--- src/core/tcp_params.svh ---
// register offsets, field positions and reset values of the pwm block
`ifndef TCP_PARAMS_SVH
`define TCP_PARAMS_SVH
`define TCP_OFF_CORE_CTRL 8'h00
`define TCP_OFF_PRESCALE 8'h04
`define TCP_OFF_PENDING 8'h08
`define TCP_OFF_CAP_ONE 8'h0C
`define TCP_OFF_CAP_TWO 8'h10
`define TCP_CH_BASE_NIB 4'h2
`define TCP_CH_PERIOD 2'h0
`define TCP_CH_COMPARE 2'h1
`define TCP_CH_DEADBAND_COMPARE_VALUE 2'h2
`define TCP_CH_CONTROL 2'h3
`define TCP_CORE_EN_BIT 0
`define TCP_CORE_SEL_LSB 8
`define TCP_CORE_NOUP_LSB 12
`define TCP_CC_EN_BIT 0
`define TCP_CC_POL_BIT 1
`define TCP_CC_PAIR_BIT 2
`define TCP_CC_SEL_LSB 10
`define TCP_CC_INTERRUPT_ENABLE_BIT 13
`define TCP_CC_INTERRUPT_TYPE_SELECT_BIT 14
`define TCP_CC_ISC_LSB 15
`define TCP_CC_DEADBAND_ENABLE_BIT 21
`define TCP_CC_DBPRE_LSB 22
`define TCP_CC_MASK 32'h03FFFC07
`define TCP_CORE_MASK 32'h00007701
`define TCP_PRESCALE_RESET 8'hFF
`define TCP_CAP_ONE_VALUE 32'h00400000
`endif

--- src/core/tcp_pkg.sv ---
// shared types of the pwm block
package tcp_pkg;
    typedef logic [15:0] tcp_count_type;
    typedef logic [2:0] tcp_sel_type;
endpackage

--- src/core/tcp_pwm.sv ---
// three channel pwm generator with dead band, apb register file
`timescale 1ns/1ps
`include "tcp_params.svh"
module tcp_pwm #(
    parameter int NUM_SCALERS = 8
) (
    input wire logic core_clk,
    input wire logic reset,
    input wire logic psel,
    input wire logic penable,
    input wire logic pwrite,
    input wire logic [7:0] paddr,
    input wire logic [31:0] pwdata,
    output logic [31:0] prdata,
    output logic pready,
    output logic pslverr,
    output logic [2:0] pwm_main,
    output logic [2:0] pwm_comp,
    output logic [2:0] pwm_tick,
    output logic pwm_irq
);
    localparam int NCH = 3;

    if (NUM_SCALERS < 1 || NUM_SCALERS > 8) begin : g_check
        $error("NUM_SCALERS must be 1 to 8");
    end

    ////////////////////////////////////////////////////////////////////////////
    // core registers and bus
    logic [31:0] core_q, core_d;
    logic [2:0] pend_q, pend_d;
    logic [31:0] prdata_q, prdata_d;
    logic pready_q, pready_d, pslverr_q, pslverr_d, irq_q, irq_d;
    logic [7:0] reload_q [NUM_SCALERS];
    logic [NUM_SCALERS-1:0] pre_tick;
    logic [NCH-1:0] irq_raise;
    logic [15:0] rd_per [NCH];
    logic [15:0] rd_cmp [NCH];
    logic [7:0] rd_db [NCH];
    logic [31:0] rd_ctl [NCH];
    logic wr_en, core_en;
    logic [3:0] ch_nib;
    logic [1:0] ch_idx;

    assign core_en = core_q[`TCP_CORE_EN_BIT];
    assign wr_en = psel && penable && pwrite && pready_q;
    assign ch_nib = paddr[7:4] - `TCP_CH_BASE_NIB;
    assign ch_idx = ch_nib[1:0];

    // read data and ready are set up in the setup phase so they leave flops
    always_comb begin
        prdata_d = 32'h00000000;
        pready_d = 1'b0;
        pslverr_d = 1'b0;
        if (psel && !penable) begin
            pready_d = 1'b1;
            if (paddr == `TCP_OFF_CORE_CTRL) begin
                prdata_d = core_q;
            end else if (paddr == `TCP_OFF_PRESCALE) begin
                if (32'(core_q[10:8]) < NUM_SCALERS) begin
                    prdata_d = {24'h000000, reload_q[core_q[10:8]]};
                end
            end else if (paddr == `TCP_OFF_PENDING) begin
                prdata_d = {29'h00000000, pend_q};
            end else if (paddr == `TCP_OFF_CAP_ONE) begin
                prdata_d = `TCP_CAP_ONE_VALUE;
            end else if (paddr == `TCP_OFF_CAP_TWO) begin
                prdata_d = 32'h00000000;
            end else if (paddr[7:4] >= 4'h2 && paddr[7:4] <= 4'h4 && paddr[1:0] == 2'h0) begin
                case (paddr[3:2])
                    `TCP_CH_PERIOD: prdata_d = {16'h0000, rd_per[ch_idx]};
                    `TCP_CH_COMPARE: prdata_d = {16'h0000, rd_cmp[ch_idx]};
                    `TCP_CH_DEADBAND_COMPARE_VALUE: prdata_d = {24'h000000, rd_db[ch_idx]};
                    default: prdata_d = rd_ctl[ch_idx];
                endcase
            end else begin
                pslverr_d = 1'b1;
            end
        end
    end

    // core control, pending bits and the merged interrupt
    always_comb begin
        core_d = core_q;
        pend_d = pend_q;
        if (wr_en && paddr == `TCP_OFF_CORE_CTRL) begin
            core_d = pwdata & `TCP_CORE_MASK;
        end
        if (wr_en && paddr == `TCP_OFF_PENDING) begin
            pend_d = pend_q & ~pwdata[2:0];
        end
        pend_d = pend_d | irq_raise; // set wins over a same-cycle clear
        irq_d = |pend_d;
    end

    always_ff @(posedge core_clk) begin
        if (reset) begin
            core_q <= 32'h00000000;
            pend_q <= 3'h0;
            prdata_q <= 32'h00000000;
            pready_q <= 1'b0;
            pslverr_q <= 1'b0;
            irq_q <= 1'b0;
        end else begin
            core_q <= core_d;
            pend_q <= pend_d;
            prdata_q <= prdata_d;
            pready_q <= pready_d;
            pslverr_q <= pslverr_d;
            irq_q <= irq_d;
        end
    end

    assign prdata = prdata_q;
    assign pready = pready_q;
    assign pslverr = pslverr_q;
    assign pwm_irq = irq_q;

    ////////////////////////////////////////////////////////////////////////////
    // prescalers: tick once every reload+1 clocks
    for (genvar s = 0; s < NUM_SCALERS; s++) begin : g_pre
        logic [7:0] rl_d, cnt_q, cnt_d;
        always_comb begin
            rl_d = reload_q[s];
            if (wr_en && paddr == `TCP_OFF_PRESCALE && core_q[10:8] == 3'(s)) begin
                rl_d = pwdata[7:0];
            end
            cnt_d = cnt_q;
            pre_tick[s] = 1'b0;
            if (!core_en) begin
                cnt_d = reload_q[s];
            end else if (cnt_q == 8'h00) begin
                cnt_d = reload_q[s];
                pre_tick[s] = 1'b1;
            end else begin
                cnt_d = cnt_q - 8'h01;
            end
        end
        always_ff @(posedge core_clk) begin
            if (reset) begin
                reload_q[s] <= `TCP_PRESCALE_RESET;
                cnt_q <= `TCP_PRESCALE_RESET;
            end else begin
                reload_q[s] <= rl_d;
                cnt_q <= cnt_d;
            end
        end
    end

    ////////////////////////////////////////////////////////////////////////////
    // channels
    for (genvar c = 0; c < NCH; c++) begin : g_ch
        tcp_pkg::tcp_count_type per_sh_q, per_sh_d, cmp_sh_q, cmp_sh_d;
        tcp_pkg::tcp_count_type per_q, per_d, cmp_q, cmp_d, cnt_q, cnt_d;
        logic [7:0] db_sh_q, db_sh_d, dbc_q, dbc_d, dbn_q, dbn_d;
        logic [31:0] ctl_q, ctl_d;
        logic [3:0] dbp_q, dbp_d;
        logic [5:0] isc_q, isc_d;
        logic run_q, run_d, raw_q, raw_d, busy_q, busy_d;
        logic main_d, comp_d, main_q, comp_q, tick_d, tick_q, raise;
        logic step, wrap, hit, ch_wr, enabled, output_polarity, event_hit;
        tcp_pkg::tcp_sel_type sel;

        assign ch_wr = wr_en && paddr[7:4] == 4'(c + 2) && paddr[1:0] == 2'h0;
        assign sel = ctl_q[12:10];
        assign enabled = core_en && ctl_q[`TCP_CC_EN_BIT];
        assign output_polarity = ctl_q[`TCP_CC_POL_BIT];
        assign step = enabled && 32'(sel) < NUM_SCALERS && pre_tick[sel];
        assign wrap = step && run_q && cnt_q >= per_q;
        assign hit = step && run_q && cnt_q == cmp_q;
        assign event_hit = ctl_q[`TCP_CC_INTERRUPT_TYPE_SELECT_BIT] ? hit : wrap;

        always_comb begin
            per_sh_d = per_sh_q;
            cmp_sh_d = cmp_sh_q;
            db_sh_d = db_sh_q;
            ctl_d = ctl_q;
            if (ch_wr && paddr[3:2] == `TCP_CH_PERIOD) per_sh_d = pwdata[15:0];
            if (ch_wr && paddr[3:2] == `TCP_CH_COMPARE) cmp_sh_d = pwdata[15:0];
            if (ch_wr && paddr[3:2] == `TCP_CH_DEADBAND_COMPARE_VALUE) db_sh_d = pwdata[7:0];
            if (ch_wr && paddr[3:2] == `TCP_CH_CONTROL) ctl_d = pwdata & `TCP_CC_MASK;
            per_d = per_q;
            cmp_d = cmp_q;
            dbc_d = dbc_q;
            cnt_d = cnt_q;
            run_d = run_q;
            // active copies move only at a start or a wrap, and not under no-update
            if ((wrap || (step && !run_q)) && !core_q[`TCP_CORE_NOUP_LSB + c]) begin
                per_d = per_sh_q;
                cmp_d = cmp_sh_q;
                dbc_d = db_sh_q;
            end
            if (!enabled) begin
                run_d = 1'b0;
                cnt_d = 16'h0000;
            end else if (step && !run_q) begin
                run_d = 1'b1;
                cnt_d = 16'h0000;
            end else if (wrap) begin
                cnt_d = 16'h0000;
            end else if (step) begin
                cnt_d = cnt_q + 16'h0001;
            end
            raw_d = run_d && cnt_d > cmp_d && !wrap;
            // dead band: restart the delay on every switch of the pair
            busy_d = busy_q;
            dbn_d = dbn_q;
            dbp_d = dbp_q;
            if (!ctl_q[`TCP_CC_DEADBAND_ENABLE_BIT] || !ctl_q[`TCP_CC_PAIR_BIT] || !enabled) begin
                busy_d = 1'b0;
            end else if (raw_d != raw_q) begin
                busy_d = 1'b1;
                dbn_d = 8'h00;
                dbp_d = 4'h0;
            end else if (busy_q) begin
                if (dbp_q == ctl_q[25:22]) begin
                    dbp_d = 4'h0;
                    if (dbn_q == dbc_q) busy_d = 1'b0;
                    else dbn_d = dbn_q + 8'h01;
                end else begin
                    dbp_d = dbp_q + 4'h1;
                end
            end
            // deactivating side drops now; activating side waits out the delay
            main_d = output_polarity ? (raw_d && !busy_d) : !(raw_d && !busy_d);
            comp_d = ctl_q[`TCP_CC_PAIR_BIT] && run_d && !raw_d && !busy_d;
            comp_d = output_polarity ? comp_d : !comp_d;
            // interrupt scaler
            isc_d = isc_q;
            raise = 1'b0;
            tick_d = 1'b0;
            if (event_hit && ctl_q[`TCP_CC_INTERRUPT_ENABLE_BIT]) begin
                tick_d = 1'b1;
                if (isc_q >= ctl_q[20:15]) begin
                    isc_d = 6'h00;
                    raise = 1'b1;
                end else begin
                    isc_d = isc_q + 6'h01;
                end
            end
            if (!core_en) begin
                isc_d = 6'h00;
            end
        end

        always_ff @(posedge core_clk) begin
            if (reset) begin
                per_sh_q <= 16'h0000;
                cmp_sh_q <= 16'h0000;
                db_sh_q <= 8'h00;
                ctl_q <= 32'h00000000;
                per_q <= 16'h0000;
                cmp_q <= 16'h0000;
                dbc_q <= 8'h00;
                cnt_q <= 16'h0000;
                run_q <= 1'b0;
                raw_q <= 1'b0;
                busy_q <= 1'b0;
                dbn_q <= 8'h00;
                dbp_q <= 4'h0;
                isc_q <= 6'h00;
                main_q <= 1'b1;
                comp_q <= 1'b1;
                tick_q <= 1'b0;
            end else begin
                per_sh_q <= per_sh_d;
                cmp_sh_q <= cmp_sh_d;
                db_sh_q <= db_sh_d;
                ctl_q <= ctl_d;
                per_q <= per_d;
                cmp_q <= cmp_d;
                dbc_q <= dbc_d;
                cnt_q <= cnt_d;
                run_q <= run_d;
                raw_q <= raw_d;
                busy_q <= busy_d;
                dbn_q <= dbn_d;
                dbp_q <= dbp_d;
                isc_q <= isc_d;
                main_q <= main_d;
                comp_q <= comp_d;
                tick_q <= tick_d;
            end
        end

        assign irq_raise[c] = raise;
        assign rd_per[c] = per_sh_q;
        assign rd_cmp[c] = cmp_sh_q;
        assign rd_db[c] = db_sh_q;
        assign rd_ctl[c] = ctl_q;
        assign pwm_main[c] = main_q;
        assign pwm_comp[c] = comp_q;
        assign pwm_tick[c] = tick_q;
    end
endmodule // tcp_pwm

--- config.mk ---
export PLATFORM = sky130hd
export DESIGN_NAME = tcp_pwm
export DESIGN_NICKNAME = d
export VERILOG_FILES = /design/src/core/tcp_pkg.sv /design/src/core/tcp_pwm.sv
export VERILOG_INCLUDE_DIRS = /design/src /design/src/core
export SDC_FILE = /design/constraint.sdc
export NUM_CORES = 2
export LEC_CHECK = 0
export BUFFER_PORTS_ARGS = -buffer_cell sky130_fd_sc_hd__buf_2
export CAP_MARGIN = 10
export CORE_ASPECT_RATIO = 1.4
export CORE_UTILIZATION = 40
export CTS_CLUSTER_SIZE = 20
export DETAILED_ROUTE_END_ITERATION = 10
export PLACE_DENSITY = 0.65
export SKIP_LAST_GASP = 1
export SLEW_MARGIN = 20
export SYNTH_ARGS = -nofsm -noshare
export SYNTH_HDL_FRONTEND = slang
export SYNTH_SLANG_ARGS = --single-unit
export TNS_END_PERCENT = 5
--- constraint.sdc ---
create_clock -name core_clk -period 9.85 [get_ports core_clk]
set_clock_uncertainty 0.2 [all_clocks]
set_input_delay 1.4775 -clock core_clk [delete_from_list [all_inputs] [get_ports core_clk]]
set_output_delay 1.4775 -clock core_clk [all_outputs]
set_load 0.1 [all_outputs]
==> qor.yml <==
run_status:
  status: "finished, final reports clean"
worst_setup_path:
  reg2reg_slack_ns: 2.92
  r2r-end: "g_ch[0].dbp_q[2]"
  critical_path_class: "flop to flop"
  worst_r2r_path_depth: 21
  arrival_ns: 7.25
  cp-end-kind: "flop"
  startpoint: "g_ch[0].cnt_q[0]"
  cp-start-kind: "flop"
  critPathMaxFanout: 40
  reg2reg_from: "g_ch[0].cnt_q[0]"
  crit_required_ns: 10.17
power_and_ir_drop:
  p_per_area_nw_per_um2: 158
  ir_drop_mv: 0.159
  p_leak_uw: 0.0122
clock_network:
  cts_buffer_depth: 3
  clock_sinks: 587
  cts_hold_buf: 0
  numCtsBuffers: 59
  ctsResizeCount: 0
  clock_latency_ns: 0.66
  cts_root_buf: "clkbuf_16"
  post_cts_buffers: 0
  h-tree-depth: 2
  clkSlewWorstSetupHoldPaths_ns: 0.07
  cts_tree: "yes"
yosys:
  synth_top_cells_by_area: "dfxtp_1 (41%), nand2_1 (10%), ha_1 (6.1%)"
  syn_inst: 3519
  ys_ff_latch: 587
  yosysUniqueCellTypes: 80
  avgSynthCellArea_um2: 8.24
  synth_area_um2: 29000
  ys_seq_area_share_pct: 40.5
  synth_top_cell_by_area: "dfxtp_1"
  yosys_warnings: 0
  ys_async_sr_fraction_pct: 0
  synth_edf_count: 0
  ys.flop_type: "dfxtp_1"
  yosysTopAreaCellShare_pct: 40.5
final_layout:
  layout_commonest_cell: "nand2_1"
  final_cell_mix: "nand2_1 (782), dfxtp_1 (587), a21oi_1 (348)"
  drive_gt1_share_pct: 8.30
  nNetsFinal: 3667
  fin_area_um2: 32200
  syn2layout_area_growth_pct: 11.0
  stdcell_count: 4475
sta:
  period_share_pct: 70.4
  fmax_mhz: 144
  finalSetupViolations: 0
  hold_ws_ns: 0.249
  finalMaxSlewViolations: 0
  worst_pin_slew_ns: 1.10
  hold_viol: 0
  finalSetupTns_ns: 0
  min_period_ns: 6.93
  relSlewSlack_pct: 26.3
  rsz0062_at_grt: "false"
global_routing:
  antenna_found_initial: 4
  grt-ovfl-total: 0
  first_global_vias: 23500
  grt_max_degree: 96
  grtUsageTotal_pct: 23.6
  grt_pass1_wl_um: 136000
worst_hold_path:
  hp-start: "g_ch[1].per_q[12]"
  hp-class: "flop to flop"
  worstHoldEndpoint: "g_ch[1].per_q[12]"
  hold_depth: 2
drt:
  drt_iter0_drc: 2153
  drc: 0
  via_per_inst: 5.49
  vias: 24600
  firstDrtPassIters: 6
  ant_nets: 0
  wl_per_cell_um: 19.7
  routed_wl_um: 88000
flow_run:
  max-cap-violations: 0
place:
  gp_congestion: 0.959
  place_area_um2: 30000
  place_hpwl_um: 62800
  portBuffers: 76
  placedCellCount: 4363
die:
  dieHeight_um: 321
  die_area_um2: 73600
  initial_core_util_pct: 40.5
  pin_count: 89
  die_w_um: 230
  num_rows: 116
  core_area_um2: 71600
## how the worst max path moves through the flow
| stage | endpoint | cells after the start |
|---|---|---|
| 2_1_floorplan | g_ch[0].dbn_q[2] | 23 |
| 3_3_place_gp | g_ch[0].dbn_q[0] | 21 |
| 3_5_place_dp | g_ch[0].dbp_q[2] | 21 |
| 4_1_cts | g_ch[0].dbp_q[3] | 21 |
| 5_1_grt | g_ch[0].dbp_q[2] | 21 |
| 6_report | g_ch[0].dbp_q[2] | 21 |
## registers in the layout (all words and copies together), names as in the netlist, 7 cells and up, named ones only
signal / count
g_ch.cmp_q: 48
g_ch.isc_q: 18
g_ch.per_q: 48
core_q: 7
g_ch.db_sh_q: 24
g_ch.ctl_q: 57
g_ch.cnt_q: 48
g_ch.dbp_q: 12
prdata: 26
reload_q: 64
g_ch.dbc_q: 24
g_ch.per_sh_q: 48
g_pre.cnt_q: 64
g_ch.cmp_sh_q: 48
g_ch.dbn_q: 24
## report_power, final
part | switching (uW) | total (uW) | internal (uW)
clock network | 1000 | 2550 | 1550
logic | 123 | 148 | 25.2
registers | 3.65 | 2380 | 2380
## cell usage after synthesis (all sizes together) (14+ instances only)
master	instances
a211oi	16
dfxtp	587
buf	39
xor2	112
mux2	14
ha	142
a21oi	348
a21o	27
nor4	23
clkbuf	177
nor2	312
or3	15
inv	103
mux2i	168
o21ai	76
nor2b	16
nand4	56
nand2b	16
o211ai	74
and3	30
o22ai	14
xnor2	97
nand2	784
and2	18
mux4	26
nor3	47
nand3	69
## critical path, cell delays in order (launching register included)
cell and delay (ns):
dfxtp_1 0.42, inv_1 0.10, ha_1 0.27, nor2_1 0.08, a21oi_1 0.07, o41a_1 0.38
o21ai_0 0.64, nand2_1 0.22, nor2_1 0.35, or3_2 0.89, mux2i_1 0.23, ha_1 0.38
nand4_1 0.18, or3_1 0.43, a21o_1 0.17, a311o_1 0.43, or3_1 0.33, o211ai_1 0.17
buf_4 0.24, a21oi_1 0.06, o21ai_0 0.42, nor2_1 0.09
## routing by layer
layer	GRT usage, %	vias to the layer above	share of wire [%]
met5	0	-	0.032
met4	12.1	4	5.3
met2	40.8	789	49
met3	3.33	229	6.0
li1	-	11900	-
met1	28.4	11600	40
## final cells by class
class | count | area, um^2
fillers | 7032 | 39400
clock buffers | 80 | 1700
clock inverters | 29 | 500
multi-input cells | 2618 | 16000
well taps | 944 | 1180
inverters | 103 | 389
diodes | 3 | 7.51
flip-flops and latches | 587 | 11800
repair buffers | 111 | 653
## through the flow
stage	worst slack [ns]	utilization (%)	power [uW]
after global placement	3.06	41.9	2580
after CTS	2.97	45.0	5110
after global routing	2.43	45.0	5210
after detailed placement	2.99	41.9	2580
after floorplan	4.73	-	2520
final	2.92	45.0	5080
## cells by family (layout without fill, tap and decap cells)
| logic type | Yosys count | after routing | share of synthesized area [%] |
|---|---|---|---|
| adders and majority gates | 142 | 142 | 6.13 |
| muxes | 208 | 208 | 8.40 |
| xor gates and xnor gates | 209 | 209 | 6.34 |
| DFF | 587 | 587 | 40.5 |
| and+or+nand+nor | 1430 | 1430 | 21.4 |
| buffers and inverters | 319 | 323 | 4.40 |
| AOI/OAI and AO/OA | 623 | 623 | 12.8 |
| other | 1 | 9 | 0.0129 |
No activity file was read; power rests on OpenSTA's default activity.
